$ cat config.mk
export PLATFORM = sky130hd
export DESIGN_NAME = asc_ctrl
export DESIGN_NICKNAME = d
export VERILOG_FILES = /design/src/logic/asc_pkg.sv /design/src/logic/asc_ctrl.sv
export VERILOG_INCLUDE_DIRS = /design/src /design/src/logic
export SDC_FILE = /design/constraint.sdc
export NUM_CORES = 1
export LEC_CHECK = 0
export CAP_MARGIN = 20
export CORE_MARGIN = 2
export CORE_UTILIZATION = 65
export CTS_CLUSTER_DIAMETER = 60
export DETAILED_ROUTE_END_ITERATION = 10
export DONT_BUFFER_PORTS = 1
export PLACE_DENSITY = 0.8
export SLEW_MARGIN = 20
export SYNTH_ARGS = -nofsm -noshare
export SYNTH_HDL_FRONTEND = slang
export SYNTH_SLANG_ARGS = --single-unit
$ cat constraint.sdc
create_clock -name aclk -period 29.1 [get_ports aclk]
set_clock_uncertainty 0.05 [all_clocks]
set_input_delay 5.82 -clock aclk [delete_from_list [all_inputs] [get_ports aclk]]
set_output_delay 5.82 -clock aclk [all_outputs]
set_load 0.01 [all_outputs]
$ cat src/logic/asc_params.svh
// Register indices, field positions, codes and reset values of the converter control block
`ifndef ASC_PARAMS_SVH
`define ASC_PARAMS_SVH
`define ASC_IDX_PRE      10'h112
`define ASC_IDX_COMP     10'h113
`define ASC_IDX_THR      10'h114
`define ASC_IDX_RUN      10'h120
`define ASC_IDX_RES      10'h121
`define ASC_IDX_LAST     10'h122
`define ASC_IDX_FILT     10'h123
`define ASC_IDX_SUM      10'h124
`define ASC_IDX_SETP     10'h125
`define ASC_IDX_LIM      10'h126
`define ASC_IDX_DEV      10'h127
`define ASC_IDX_IRQ      10'h128
`define ASC_IDX_MASK     10'h129
`define ASC_IDX_STAT     10'h12a
`define ASC_RST_PRE      8'h00
`define ASC_RST_COMP     8'h00
`define ASC_RST_THR      8'h00
`define ASC_RST_RUN      32'h0000_0000
`define ASC_MD_BASIC     3'h0
`define ASC_MD_ACCUM     3'h1
`define ASC_MD_AVG       3'h2
`define ASC_MD_BURST     3'h3
`define ASC_MD_LPF       3'h4
`define ASC_DEVIATION_FORMULA_DIFF    3'h0
`define ASC_DEVIATION_FORMULA_SETP    3'h1
`define ASC_DEVIATION_FORMULA_FILT    3'h2
`define ASC_DEVIATION_FORMULA_PREVF   3'h4
`define ASC_DEVIATION_FORMULA_FSETP   3'h5
`define ASC_IRQ_DONE     0
`define ASC_IRQ_THR      1
`define ASC_IRQ_WRAP     2
`define ASC_RESP_OKAY    2'h0
`define ASC_RESP_SLVERR  2'h2
`endif

$ cat src/logic/asc_pkg.sv
// Types shared by the converter control block
package asc_pkg;
  typedef enum logic [2:0] {ST_IDLE, ST_PRE, ST_ACQ, ST_CONV, ST_DEVIATION_FORMULA} asc_state_t;
  typedef struct packed {
    logic       short_en;
    logic       short_high;
    logic       guard_high;
    logic       conv_start;
    logic [2:0] stage;
  } asc_afe_t;
endpackage : asc_pkg

$ cat src/logic/asc_ctrl.sv
// Converter sequencing, computation, threshold and register logic
`timescale 1ns/100ps
`include "asc_params.svh"
module asc_ctrl #(
  parameter int DW = 12,
  parameter int SW = 18
) (
  input  wire logic              aclk,
  input  wire logic              aresetn,
  input  wire logic [11:0]       s_axi_awaddr,
  input  wire logic              s_axi_awvalid,
  output logic                   s_axi_awready,
  input  wire logic [31:0]       s_axi_wdata,
  input  wire logic [3:0]        s_axi_wstrb,
  input  wire logic              s_axi_wvalid,
  output logic                   s_axi_wready,
  output logic [1:0]             s_axi_bresp,
  output logic                   s_axi_bvalid,
  input  wire logic              s_axi_bready,
  input  wire logic [11:0]       s_axi_araddr,
  input  wire logic              s_axi_arvalid,
  output logic                   s_axi_arready,
  output logic [31:0]            s_axi_rdata,
  output logic [1:0]             s_axi_rresp,
  output logic                   s_axi_rvalid,
  input  wire logic              s_axi_rready,
  input  wire logic              trigger,
  input  wire logic              conv_done,
  input  wire logic [DW-1:0]     conv_data,
  output asc_pkg::asc_afe_t      afe,
  output logic                   irq
);
  // ==========================================================
  // Register state
  logic [7:0]          pre_r, comp_r, thr_r;
  logic [31:0]         run_r;
  logic [15:0]         res_r, last_r, filt_r, setp_r, upper_r, lower_r;
  logic [SW-1:0]       sum_r;
  logic                wrap_r;
  logic [7:0]          tally_r, cnt_r;
  logic signed [SW:0]  dev_r;
  logic [2:0]          irq_r, mask_r;
  logic                second_r;
  asc_pkg::asc_state_t st_r;

  logic       precharge_level, invert_second_precharge, guard_start_level, dual_sample_on;
  logic       last_sample_source, sum_clear_cmd, halt_on_match, go, repeat_conversions;
  logic [2:0] shift_amount, compute_mode, deviation_formula, threshold_irq_select;
  logic [7:0] pre_len, acq_len, sample_repeat_count;
  assign precharge_level         = pre_r[7];
  assign invert_second_precharge = pre_r[6];
  assign guard_start_level       = pre_r[5];
  assign dual_sample_on          = pre_r[0];
  assign last_sample_source      = comp_r[7];
  assign shift_amount            = comp_r[6:4];
  assign sum_clear_cmd           = comp_r[3];
  assign compute_mode            = comp_r[2:0];
  assign deviation_formula       = thr_r[6:4];
  assign halt_on_match           = thr_r[3];
  assign threshold_irq_select    = thr_r[2:0];
  assign go                      = run_r[0];
  assign repeat_conversions      = run_r[1];
  assign pre_len                 = run_r[15:8];
  assign acq_len                 = run_r[23:16];
  assign sample_repeat_count     = run_r[31:24];

  // ==========================================================
  // AXI4-Lite slave
  logic        wr_fire, rd_fire;
  logic [9:0]  widx, ridx;
  logic [31:0] rd_nxt;
  logic        rd_ok;
  assign widx    = s_axi_awaddr[11:2];
  assign ridx    = s_axi_araddr[11:2];
  // Address and data taken together, so no stray half-write can be stored
  assign wr_fire = s_axi_awvalid && s_axi_wvalid && !s_axi_awready && !s_axi_bvalid;
  assign rd_fire = s_axi_arvalid && !s_axi_arready && !s_axi_rvalid;

  function automatic logic [31:0] merge(input logic [31:0] old, input logic [31:0] nw, input logic [3:0] be);
    for (int i = 0; i < 4; i++) begin
      merge[i*8 +: 8] = be[i] ? nw[i*8 +: 8] : old[i*8 +: 8];
    end
  endfunction : merge

  logic wr_pre, wr_comp, wr_thr, wr_run, wr_setp, wr_lim, wr_irq, wr_mask, wr_known;
  logic [31:0] wd;
  assign wd       = merge(32'h0000_0000, s_axi_wdata, s_axi_wstrb);
  assign wr_pre   = wr_fire && widx == `ASC_IDX_PRE;
  assign wr_comp  = wr_fire && widx == `ASC_IDX_COMP;
  assign wr_thr   = wr_fire && widx == `ASC_IDX_THR;
  assign wr_run   = wr_fire && widx == `ASC_IDX_RUN;
  assign wr_setp  = wr_fire && widx == `ASC_IDX_SETP;
  assign wr_lim   = wr_fire && widx == `ASC_IDX_LIM;
  assign wr_irq   = wr_fire && widx == `ASC_IDX_IRQ;
  assign wr_mask  = wr_fire && widx == `ASC_IDX_MASK;
  assign wr_known = wr_pre || wr_comp || wr_thr || wr_run || wr_setp || wr_lim || wr_irq || wr_mask ||
                    widx inside {`ASC_IDX_RES, `ASC_IDX_LAST, `ASC_IDX_FILT, `ASC_IDX_SUM,
                                 `ASC_IDX_DEV, `ASC_IDX_STAT};

  always_ff @(posedge aclk) begin
    if (!aresetn) begin
      s_axi_awready <= 1'b0;
      s_axi_wready  <= 1'b0;
      s_axi_bvalid  <= 1'b0;
      s_axi_bresp   <= `ASC_RESP_OKAY;
    end else begin
      s_axi_awready <= wr_fire;
      s_axi_wready  <= wr_fire;
      if (wr_fire) begin
        s_axi_bvalid <= 1'b1;
        s_axi_bresp  <= wr_known ? `ASC_RESP_OKAY : `ASC_RESP_SLVERR;
      end else if (s_axi_bready) begin
        s_axi_bvalid <= 1'b0;
      end
    end
  end

  always_comb begin
    rd_ok  = 1'b1;
    rd_nxt = 32'h0000_0000;
    case (ridx)
      `ASC_IDX_PRE:  rd_nxt[7:0] = pre_r;
      `ASC_IDX_COMP: rd_nxt[7:0] = comp_r;
      `ASC_IDX_THR:  rd_nxt[7:0] = {1'b0, thr_r[6:0]};
      `ASC_IDX_RUN:  rd_nxt      = run_r;
      `ASC_IDX_RES:  rd_nxt[15:0] = res_r;
      `ASC_IDX_LAST: rd_nxt[15:0] = last_r;
      `ASC_IDX_FILT: rd_nxt[15:0] = filt_r;
      `ASC_IDX_SUM:  rd_nxt[SW-1:0] = sum_r;
      `ASC_IDX_SETP: rd_nxt[15:0] = setp_r;
      `ASC_IDX_LIM:  rd_nxt      = {lower_r, upper_r};
      `ASC_IDX_DEV:  rd_nxt      = 32'(dev_r);
      `ASC_IDX_IRQ:  rd_nxt[2:0] = irq_r;
      `ASC_IDX_MASK: rd_nxt[2:0] = mask_r;
      `ASC_IDX_STAT: rd_nxt      = {20'h0_0000, 1'b0, 3'(st_r), tally_r};
      default:       rd_ok       = 1'b0;
    endcase
  end

  always_ff @(posedge aclk) begin
    if (!aresetn) begin
      s_axi_arready <= 1'b0;
      s_axi_rvalid  <= 1'b0;
      s_axi_rdata   <= 32'h0000_0000;
      s_axi_rresp   <= `ASC_RESP_OKAY;
    end else begin
      s_axi_arready <= rd_fire;
      if (rd_fire) begin
        s_axi_rvalid <= 1'b1;
        s_axi_rdata  <= rd_nxt;
        s_axi_rresp  <= rd_ok ? `ASC_RESP_OKAY : `ASC_RESP_SLVERR;
      end else if (s_axi_rready) begin
        s_axi_rvalid <= 1'b0;
      end
    end
  end

  // ==========================================================
  // Computation (evaluated during the one-cycle deviation_formula state)
  logic [15:0]        sample, filt_nxt;
  logic [SW:0]        sum_ext;
  logic [SW-1:0]      sum_nxt;
  logic [7:0]         tally_nxt;
  logic               avg_mode, batch_done, thr_eval, thr_hit, mode_ok;
  logic signed [SW:0] dev_nxt, up_s, lo_s, diff_s;
  assign sample   = 16'(conv_data);
  assign avg_mode = compute_mode == `ASC_MD_AVG || compute_mode == `ASC_MD_BURST;
  assign up_s     = (SW+1)'(signed'(upper_r));
  assign lo_s     = (SW+1)'(signed'(lower_r));

  always_comb begin
    mode_ok   = 1'b1;
    sum_ext   = {1'b0, sum_r};
    tally_nxt = (tally_r == 8'hff) ? tally_r : tally_r + 8'h01;
    case (compute_mode)
      `ASC_MD_BASIC: begin
        tally_nxt = tally_r;
      end
      `ASC_MD_ACCUM, `ASC_MD_AVG, `ASC_MD_BURST: begin
        sum_ext = {1'b0, sum_r} + (SW+1)'(sample);
      end
      `ASC_MD_LPF: begin
        sum_ext = {1'b0, sum_r - (sum_r >> shift_amount)} + (SW+1)'(sample);
      end
      default: begin
        mode_ok   = 1'b0;
        tally_nxt = tally_r;
      end
    endcase
    sum_nxt    = sum_ext[SW-1:0];
    batch_done = avg_mode && tally_nxt >= sample_repeat_count;
    filt_nxt   = filt_r;
    if (compute_mode != `ASC_MD_BASIC && mode_ok) begin
      filt_nxt = 16'(sum_nxt >> shift_amount);
    end
    thr_eval = !avg_mode || batch_done;
  end

  always_comb begin
    diff_s = dual_sample_on ? (SW+1)'(res_r) - (SW+1)'(last_r) : (SW+1)'(res_r);
    case (deviation_formula)
      `ASC_DEVIATION_FORMULA_DIFF:  dev_nxt = (SW+1)'(res_r) - (SW+1)'(last_r);
      `ASC_DEVIATION_FORMULA_SETP:  dev_nxt = diff_s - (SW+1)'(setp_r);
      `ASC_DEVIATION_FORMULA_FILT:  dev_nxt = diff_s - (SW+1)'(filt_nxt);
      `ASC_DEVIATION_FORMULA_PREVF: dev_nxt = (SW+1)'(last_r) - (SW+1)'(filt_nxt);
      `ASC_DEVIATION_FORMULA_FSETP: dev_nxt = (SW+1)'(filt_nxt) - (SW+1)'(setp_r);
      default:         dev_nxt = '0;
    endcase
    case (threshold_irq_select)
      3'h7:    thr_hit = 1'b1;
      3'h6:    thr_hit = dev_nxt > up_s;
      3'h5:    thr_hit = dev_nxt <= up_s;
      3'h4:    thr_hit = dev_nxt < lo_s || dev_nxt > up_s;
      3'h3:    thr_hit = dev_nxt > lo_s && dev_nxt < up_s;
      3'h2:    thr_hit = dev_nxt >= lo_s;
      3'h1:    thr_hit = dev_nxt < lo_s;
      default: thr_hit = 1'b0;
    endcase
    thr_hit = thr_hit && thr_eval;
  end

  // ==========================================================
  // Sequencer
  logic in_deviation_formula, sw_abort, hw_stop, start_conv;
  assign in_deviation_formula    = st_r == asc_pkg::ST_DEVIATION_FORMULA;
  assign sw_abort   = wr_run && s_axi_wstrb[0] && !s_axi_wdata[0] && st_r != asc_pkg::ST_IDLE;
  assign hw_stop    = in_deviation_formula && !(repeat_conversions && !(halt_on_match && thr_hit));
  assign start_conv = st_r == asc_pkg::ST_IDLE && go;

  always_ff @(posedge aclk) begin
    if (!aresetn) begin
      st_r     <= asc_pkg::ST_IDLE;
      second_r <= 1'b0;
      cnt_r    <= 8'h00;
    end else if (sw_abort) begin
      st_r     <= asc_pkg::ST_IDLE;
      second_r <= 1'b0;
    end else begin
      case (st_r)
        asc_pkg::ST_IDLE: if (go) begin
          st_r  <= asc_pkg::ST_PRE;
          cnt_r <= pre_len;
        end
        asc_pkg::ST_PRE: if (cnt_r <= 8'h01) begin
          st_r  <= asc_pkg::ST_ACQ;
          cnt_r <= acq_len;
        end else begin
          cnt_r <= cnt_r - 8'h01;
        end
        asc_pkg::ST_ACQ: if (cnt_r <= 8'h01) begin
          st_r <= asc_pkg::ST_CONV;
        end else begin
          cnt_r <= cnt_r - 8'h01;
        end
        asc_pkg::ST_CONV: if (conv_done) begin
          if (dual_sample_on && !second_r) begin
            st_r     <= asc_pkg::ST_PRE;
            second_r <= 1'b1;
            cnt_r    <= pre_len;
          end else begin
            st_r     <= asc_pkg::ST_DEVIATION_FORMULA;
          end
        end
        asc_pkg::ST_DEVIATION_FORMULA: begin
          st_r     <= asc_pkg::ST_IDLE;
          second_r <= 1'b0;
        end
        default: st_r <= asc_pkg::ST_IDLE;
      endcase
    end
  end

  // Polarity flip applies only to the second half of a double sample
  logic flip;
  assign flip = second_r && dual_sample_on && invert_second_precharge;
  always_ff @(posedge aclk) begin
    if (!aresetn) begin
      afe <= '0;
    end else begin
      afe.short_en   <= (st_r == asc_pkg::ST_IDLE && go || st_r == asc_pkg::ST_PRE && cnt_r > 8'h01) &&
                        pre_len != 8'h00;
      afe.short_high <= precharge_level ^ flip;
      afe.guard_high <= guard_start_level ^ flip;
      afe.conv_start <= st_r == asc_pkg::ST_ACQ && cnt_r <= 8'h01;
      afe.stage      <= 3'(st_r);
    end
  end

  // ==========================================================
  // Data registers
  always_ff @(posedge aclk) begin
    if (!aresetn) begin
      res_r  <= 16'h0000;
      last_r <= 16'h0000;
      filt_r <= 16'h0000;
      dev_r  <= '0;
    end else begin
      if (start_conv) begin
        last_r <= last_sample_source ? filt_r : res_r;
      end
      if (st_r == asc_pkg::ST_CONV && conv_done && dual_sample_on && !second_r) begin
        last_r <= sample;
      end
      if (st_r == asc_pkg::ST_CONV && conv_done || sw_abort) begin
        res_r <= sample;
      end
      if (in_deviation_formula) begin
        filt_r <= filt_nxt;
        dev_r  <= dev_nxt;
      end
    end
  end

  always_ff @(posedge aclk) begin
    if (!aresetn || sum_clear_cmd) begin
      sum_r   <= '0;
      tally_r <= 8'h00;
      wrap_r  <= 1'b0;
    end else if (in_deviation_formula && mode_ok && compute_mode != `ASC_MD_BASIC) begin
      sum_r   <= batch_done ? '0 : sum_nxt;
      tally_r <= batch_done ? 8'h00 : tally_nxt;
      wrap_r  <= wrap_r | sum_ext[SW];
    end
  end

  // ==========================================================
  // Control registers; hardware stop wins over a same-cycle write of go
  logic [31:0] setp_m;
  assign setp_m = merge({16'h0000, setp_r}, s_axi_wdata, s_axi_wstrb);
  always_ff @(posedge aclk) begin
    if (!aresetn) begin
      pre_r   <= `ASC_RST_PRE;
      comp_r  <= `ASC_RST_COMP;
      thr_r   <= `ASC_RST_THR;
      run_r   <= `ASC_RST_RUN;
      setp_r  <= 16'h0000;
      upper_r <= 16'h0000;
      lower_r <= 16'h0000;
      mask_r  <= 3'h0;
    end else begin
      if (wr_pre && s_axi_wstrb[0]) pre_r <= {wd[7:5], 4'h0, wd[0]};
      if (wr_thr && s_axi_wstrb[0]) thr_r <= {1'b0, wd[6:0]};
      if (wr_comp && s_axi_wstrb[0]) begin
        comp_r <= wd[7:0];
      end else if (sum_clear_cmd) begin
        comp_r[3] <= 1'b0;
      end
      if (wr_run) run_r <= merge(run_r, s_axi_wdata, s_axi_wstrb);
      if (trigger && st_r == asc_pkg::ST_IDLE) run_r[0] <= 1'b1;
      if (hw_stop) run_r[0] <= 1'b0;
      if (wr_setp) setp_r <= setp_m[15:0];
      if (wr_lim) {lower_r, upper_r} <= merge({lower_r, upper_r}, s_axi_wdata, s_axi_wstrb);
      if (wr_mask && s_axi_wstrb[0]) mask_r <= wd[2:0];
    end
  end

  // ==========================================================
  // Interrupts: sticky, write one to clear, set beats clear
  logic [2:0] irq_set;
  assign irq_set = {wrap_r, in_deviation_formula && thr_hit, in_deviation_formula};
  always_ff @(posedge aclk) begin
    if (!aresetn) begin
      irq_r <= 3'h0;
      irq   <= 1'b0;
    end else begin
      irq_r <= (irq_r & ~(wr_irq && s_axi_wstrb[0] ? wd[2:0] : 3'h0)) | irq_set;
      irq   <= |(((irq_r & ~(wr_irq && s_axi_wstrb[0] ? wd[2:0] : 3'h0)) | irq_set) & mask_r);
    end
  end

  // ==========================================================
  // Checks
  a_halt_stops_go: assert property (@(posedge aclk) disable iff (!aresetn)
    in_deviation_formula && repeat_conversions && halt_on_match && thr_hit && !sw_abort |=> !go)
    else $error("go still set after halting match");
  a_single_stops: assert property (@(posedge aclk) disable iff (!aresetn)
    in_deviation_formula && !repeat_conversions |=> !go && st_r == asc_pkg::ST_IDLE)
    else $error("single trigger did not clear go");
  a_abort_idle: assert property (@(posedge aclk) disable iff (!aresetn)
    sw_abort |=> st_r == asc_pkg::ST_IDLE && !irq_r[`ASC_IRQ_DONE] || $past(irq_r[0]))
    else $error("abort did not reset sequencer");
  a_clear_sum: assert property (@(posedge aclk) disable iff (!aresetn)
    sum_clear_cmd && !(wr_comp && s_axi_wstrb[0])
    |=> sum_r == '0 && tally_r == 8'h00 && !wrap_r && !sum_clear_cmd)
    else $error("sum clear incomplete");
  a_flip_pol: assert property (@(posedge aclk) disable iff (!aresetn)
    st_r == asc_pkg::ST_PRE && second_r && dual_sample_on && invert_second_precharge && $stable(pre_r)
    |=> afe.short_high == !precharge_level && afe.guard_high == !guard_start_level)
    else $error("second precharge not inverted");
  a_no_short: assert property (@(posedge aclk) disable iff (!aresetn)
    pre_len == 8'h00 && $stable(pre_len) |=> !afe.short_en)
    else $error("precharge short with zero length");
  a_thr_flag: assert property (@(posedge aclk) disable iff (!aresetn)
    in_deviation_formula && thr_hit |=> irq_r[`ASC_IRQ_THR])
    else $error("threshold flag missing");
  a_basic_filt: assert property (@(posedge aclk) disable iff (!aresetn)
    in_deviation_formula && compute_mode == `ASC_MD_BASIC && !sum_clear_cmd |=> $stable(filt_r) && $stable(tally_r))
    else $error("basic mode changed filter state");
  a_dual_prev: assert property (@(posedge aclk) disable iff (!aresetn)
    st_r == asc_pkg::ST_CONV && conv_done && dual_sample_on && !second_r && !sw_abort
    |=> last_r == $past(sample) ##1 st_r == asc_pkg::ST_PRE || st_r == asc_pkg::ST_ACQ)
    else $error("first sample not kept");
  a_irq_out: assert property (@(posedge aclk) disable iff (!aresetn)
    1'b1 |=> irq == |(irq_r & $past(mask_r)))
    else $error("interrupt output mismatch");
endmodule : asc_ctrl

==> results.md, run 1 <==
- Async SR Flop Fraction: 0%
- Core Region: 0.0297 mm^2
- Vias per cell: 7.08
- Skew-Pair Late Insertion Delay: roughly 580 ps
- Largest net degree at the start of global routing: ~100
- Detail Placement HPWL: 53.8 mm
- Fmax: 69.9 MHz
- Post-Synth Simple-Gate Area: 21.6%
- Tmin final: 14,300 ps
- HP Start: cnt_r[7]$_SDFFE_PN0P_
- Non-Filler Instances: 2,888
- Post-layout net count: 2,705
- Filler instances: 2,521
- Tcrit/Tclk final: 49.2%
- R2R cell count: 45
- Placed Instances: around 2,800
- Multi-input logic area: 0.0136 mm^2
- Post-synth EDFFs: 0
- WP data required: 29,510 ps
- Final Hold Fails: 0
- WHS Endpoint: cnt_r[7]$_SDFFE_PN0P_
- Netlist cell types: 93
- Crit path kind: in2reg
- Slowest-stage cell, CP: a2111oi_0
- XOR/XNOR Fraction of Synth Area: 3.08%
- Lkg Pwr: ~7.9 nW
- Maximum vdd drop: 0.0000592 V
- Hold slack: around 430 ps
- Vias in the first global route: approximately 18,000
- Cell Rows: 63
- Most used DFF post-synth: dfxtp_1
- ANT nets after route: 0
- Storage cell area: approximately 0.0051 mm^2
- Sequential-to-total area share from yosys stat: 25.8%
- Largest stage delay, worst path: 720 ps
- Mapped Cells: 2,559
- YS warnings: 0
- Layout cells sized above 1: 6.85%
- Ports: 130
- CTS H-tree depth: 1
- Starting Density: roughly 66%
- Post-synth top area cell: dfxtp_1
- # setup viols final: 0
- CP Max Fanout: 4
- IO buf count: 0
- Post-CTS Setup Inserts: 0
- Syn_area_per_cell: 7.67 um^2
- Startpoint Class: input pin
- Synth top area cells: dfxtp_1, ha_1, mux2i_1, nor2_1, a21oi_1
- Synthesized area: 0.0196 mm^2
- # hold bufs at CTS: 0
- Total of max-cap violations: 0
- CTS tree: yes
- Die Area: 0.0316 mm^2
- Final Max Slew Viols: 0
- R2r setup slk: 16,990 ps
- Detailed-router iteration count before antenna repair: 9
- RSZ-0062 raised after global routing: false
- CTS Sinks: 253
- Worst reg2reg startpoint: comp_r[5]$_SDFFE_PN0P_
- WL per Instance: 24.8 um
- Worst EP arrival: 14,710 ps
- Setup crit end kind: flip-flop
- # DRC: 0
- DR vias: 20,449
- Root Buffer: clkbuf_16
- Global placer's final weighted congestion: 1.00
- Worst setup margin: 14,800 ps
- Ant. Diodes: 0
- Post-synth top area share: 25.8%
- Total power draw: between 1 and 1.5 mW
- Initial antenna violation count: 0
- GRT Residual Overflow: 0
- Combinational family with the most area after synthesis: compound AO/OA/AOI/OAI gates
- Synth Area in Compound Gates: 25.0%
- Crit Reg-Reg Endpoint: run_r[0]$_SDFFE_PP0P_
- Synth Area in Adders: under 10%
- First-pass GRT wire length: 107 mm
- Total wire length: 71.6 mm
- Hold Path Class: reg2reg
- Dpl ws: 14,650 ps
- Yosys reg bits: 253
- P&R area growth vs syn: 6.27%
- Slew @ Worst Pin: 1160 ps
- Clk pin slew, worst setup/hold paths: around 60 ps
- CTS max path bufs: 3
- CTS buffer count: 30
- Starting DRT DRC Count: 2,871
- Worst Hold Depth: 2
- Power per cell area: 49.3 mW/mm^2
- Die width: roughly 180 um
- Slew headroom: 22.4%
- Status: completed
- Setup TNS: 0 ps
- Overall routing resource usage: between 40% and 50%
- Resized cells post-CTS: 0
- Die Ht: around 180 um
- Multiplexer area fraction after synthesis: between 9 and 10%
-- power by group --
group          switching, mW  internal, mW
logic                  0.163         0.109
registers             0.0137         0.354
clock network          0.158         0.230
total                  0.334         0.694
-- area by class of cell --
class,count,share of cell area (%)
multi-input cells,2044,65.3
repair buffers,28,1.01
inverters,120,2.18
flip-flops and latches,253,24.3
well taps,390,2.34
clock inverters,13,0.678
clock buffers,40,4.22
-- layout by cell type, fill, tap and decap left out, types with 10 or more instances in the layout --
master     count
nor2_1       329
nand3_1       98
dfxtp_1      251
nand2b_1      33
o211ai_1      14
nor3_1        61
a31oi_1       40
xor2_1        27
a21oi_1      219
ha_1         141
a22oi_1       79
o21ai_0      116
mux2_2        19
and2_1        19
nand4_1       24
nor4_1        12
and3_1        15
clkbuf_16     31
buf_4         28
a222oi_1      17
a21o_1        39
inv_1        116
mux2i_1      146
nor2b_1       23
or3_1         18
a221oi_1      30
a211o_1       12
nand2_1      217
or2_2         17
a211oi_1      22
mux4_2        10
xnor2_1       40
a22o_1        11
o21a_1        22
-- cells in the mapped netlist (13+ instances only) --
cell type	n
ha_1	141
a31oi_1	41
nand4_1	24
xnor2_1	42
mux2i_1	146
nor2_1	332
a21o_1	39
and2_1	19
nor2b_1	23
mux2_2	19
and3_1	15
nor3_1	62
or3_1	18
inv_1	117
nand2_1	217
nand3_1	98
or2_2	17
nor4_1	13
o21ai_0	116
a21oi_1	220
xor2_1	27
o21a_1	22
o211ai_1	14
clkbuf_1	119
a222oi_1	17
a22oi_1	79
a211oi_1	22
dfxtp_1	253
nand2b_1	33
a221oi_1	30
-- how the worst max path moves through the flow --
stage | startpoint | end | slack, ps | cells after the start
2_1_floorplan | conv_data[0] | irq$_SDFF_PN0_ | 16290 | 34
3_3_place_gp | conv_data[0] | irq$_SDFF_PN0_ | 14720 | 33
3_5_place_dp | conv_data[0] | irq$_SDFF_PN0_ | 14650 | 33
4_1_cts | conv_data[0] | run_r[0]$_SDFFE_PP0P_ | 15090 | 33
5_1_grt | conv_data[0] | run_r[0]$_SDFFE_PP0P_ | 14270 | 33
6_report | conv_data[0] | run_r[0]$_SDFFE_PP0P_ | 14800 | 33
-- per-stage QoR --
step | instance area (um^2) | util [%]
floorplan | 19600 | -
global placement | 19800 | 66.7
detailed placement | 19800 | 66.7
CTS | 20900 | 70.2
global route | 20900 | 70.2
finish | 20900 | 70.2
-- worst max-delay path: cells and delay by family --
kind	cells	cell delay, ps
muxes	3	1080
adders and majority gates	4	1360
buffers and inverters	1	70
AOI/OAI and AO/OA	20	5180
and+or+nand+nor	5	1160
-- layer usage --
metal / vias to the layer above / wire length [um] / track usage, %
li1: 9195 / - / -
met1: 9593 / 28700 / 59.7
met2: 1399 / 29800 / 64.4
met3: 262 / 9370 / 12.1
met4: 0 / 3700 / 18.7
met5: - / 0 / 0
-- kinds of logic after synthesis --
kind of cell,after synthesis
multiplexers,176
other,1
XOR/XNOR,69
AND/OR/NAND/NOR,912
AO/OA/AOI/OAI,738
adder cells (fa/ha/maj),147
flip-flops,253
buffers and inverters,263
-- state kept, by name, indices dropped and copies added (netlist names), 18 cells and up --
signal       count
dev_r           19
run_r           32
s_axi_rdata     32
sum_r           18
Power figures use the tool's default switching activity.
==> inputs of run 2 (changes only) <==
Clock period 29.1 ns to 14.7 ns, I/O delays scaled along.
==> run 2 against run 1 <==
Compared with the run above:
- worst setup slack lost 12000 ps
- via count shrank 2.0%
- sequential power grew 98%
- global-route usage shrank 0.92 points
- routed wire length shrank 3.4%
- register-to-register slack lost 14000 ps
==> results.md, run 2 (same netlist as run 1, synthesis figures left out) <==
- Overall routing resource usage: 42.8%
- Worst EP arrival: ~12,000 ps
- ANT nets after route: 0
- Ant. Diodes: 0
- # DRC: 0
- Initial antenna violation count: 0
- Commonest non-fill, non-tap cells in the layout: nor2_1, dfxtp_1, a21oi_1
- Global placer's final weighted congestion: 1.03
- Post-CTS Setup Inserts: 0
- Largest stage delay, worst path: 740 ps
- Lkg Pwr: approximately 7.9 nW
- Starting DRT DRC Count: 2,879
- Die Ht: 178 um
- CTS max path bufs: 3
- Fmax: 83.5 MHz
- First-pass GRT wire length: 105 mm
- Core Region: a little under 0.03 mm^2
- RSZ-0062 raised after global routing: false
- Met3 WL post-DR: about 9 mm
- Commonest non-fill, non-tap cell in the layout: nor2_1
- Cell Rows: 63
- CTS buffer count: 29
- Die Area: 0.0316 mm^2
- Detailed-router iteration count before antenna repair: 6
- # setup viols final: 0
- Tmin final: 11,970 ps
- Placed inst area: 0.0199 mm^2
- Total of max-cap violations: 0
- Final instance area: 0.0209 mm^2
- Setup TNS: 0 ps
- CTS H-tree depth: 1
- Startpoint Class: flip-flop
- Root Buffer: clkbuf_16
- Setup crit end kind: flip-flop
- Maximum vdd drop: 0.000102 V
- WL per Instance: around 24 um
- Ports: 130
- Biggest regs: run_r x32, s_axi_rdata x32, dev_r x19
- P&R area growth vs syn: 6.35%
- Slowest-stage cell, CP: a2111oi_0
- Final Max Slew Viols: 0
- Final Hold Fails: 0
- Largest net degree at the start of global routing: 101
- Vias per cell: 6.94
- Die width: 178 um
- Slew @ Worst Pin: 1110 ps
- CP Max Fanout: 34
- DRT met1 WL: 28.4 mm
- Total wire length: 69.1 mm
- Skew-Pair Late Insertion Delay: ~580 ps
- Status: completed
- Post-layout net count: between 2,000 and 3,000
- Vias in the first global route: between 15,000 and 20,000
- CTS tree: yes
- Crit path kind: reg2reg
- DR vias: 20,045
- # hold bufs at CTS: 0
- IO buf count: 0
- Slew headroom: 25.6%
- Tcrit/Tclk final: between 80% and 90%
- CTS Sinks: 253
- Hold Path Class: reg2reg
- Resized cells post-CTS: 0
- Met2 routed WL: roughly 28 mm
- Top routing layer in use: met4
- Clk pin slew, worst setup/hold paths: 60 ps
- GRT Residual Overflow: 0
- Fin util: between 70 and 80%
- Power per cell area: 96.7 mW/mm^2
- WP data required: around 15,000 ps
- Detail Placement HPWL: around 53 mm
- Starting Density: 66.0%
- Layout cells sized above 1: 6.88%
-- run 2: cell types whose count changed in the layout (fill, tap and decap cells not counted), moves of 2 or more --
cell       change
buf_4          +3
clkbuf_16      -2
clkinv_2       -2
inv_8          -2
-- run 2: layer usage --
layer	global-route usage [%]	vias to the layer above
li1	-	9196
met1	59.5	9341
met2	62.2	1304
met3	9.85	204
met4	20.3	0
met5	0	-
-- run 2: cell type report --
| type | instances | area (um^2) |
|---|---|---|
| fillers | 2466 | 8840 |
| clock inverters | 12 | 155 |
| clock buffers | 39 | 843 |
| inverters | 120 | 455 |
| flip-flops and latches | 253 | 5070 |
| well taps | 390 | 488 |
| repair buffers | 32 | 248 |
| multi-input cells | 2044 | 13600 |
-- run 2: worst paths after layout --
check                              start                     to  slack [ps]  depth (start not counted)
hold / removal     run_r[6]$_SDFFE_PN0P_  run_r[6]$_SDFFE_PN0P_         410                          2
setup / recovery  comp_r[5]$_SDFFE_PN0P_         irq$_SDFF_PN0_        2730                         45
hold reg to reg    run_r[6]$_SDFFE_PN0P_  run_r[6]$_SDFFE_PN0P_         410                          2
setup reg to reg  comp_r[5]$_SDFFE_PN0P_         irq$_SDFF_PN0_        2730                         45
-- run 2: where the power goes --
part | total [mW] | switching (mW) | internal, mW
logic | 0.532 | 0.315 | 0.216
registers | 0.728 | 0.0264 | 0.701
clock network | 0.759 | 0.305 | 0.454
total | 2.02 | 0.647 | 1.37
-- run 2: metrics by stage --
stage	worst slack [ps]	power, mW	instances	hold slack, ps
2_1_floorplan	4490	1.14	2560	386
3_3_place_gp	3330	1.24	2838	393
6_report	2730	2.02	2890	410
4_1_cts	3020	2.00	2890	408
3_5_place_dp	3120	1.26	2839	402
5_1_grt	2060	2.10	2890	426
-- run 2: critical path, delay by kind of cell, from the launching register on --
| family | cells | cell delay (ps) |
|---|---|---|
| and+or+nand+nor | 8 | 1240 |
| muxes | 6 | 1580 |
| AOI/OAI and AO/OA | 22 | 5700 |
| buffers and inverters | 2 | 540 |
| xor gates and xnor gates | 2 | 360 |
| DFF | 1 | 590 |
| adders and majority gates | 5 | 1750 |
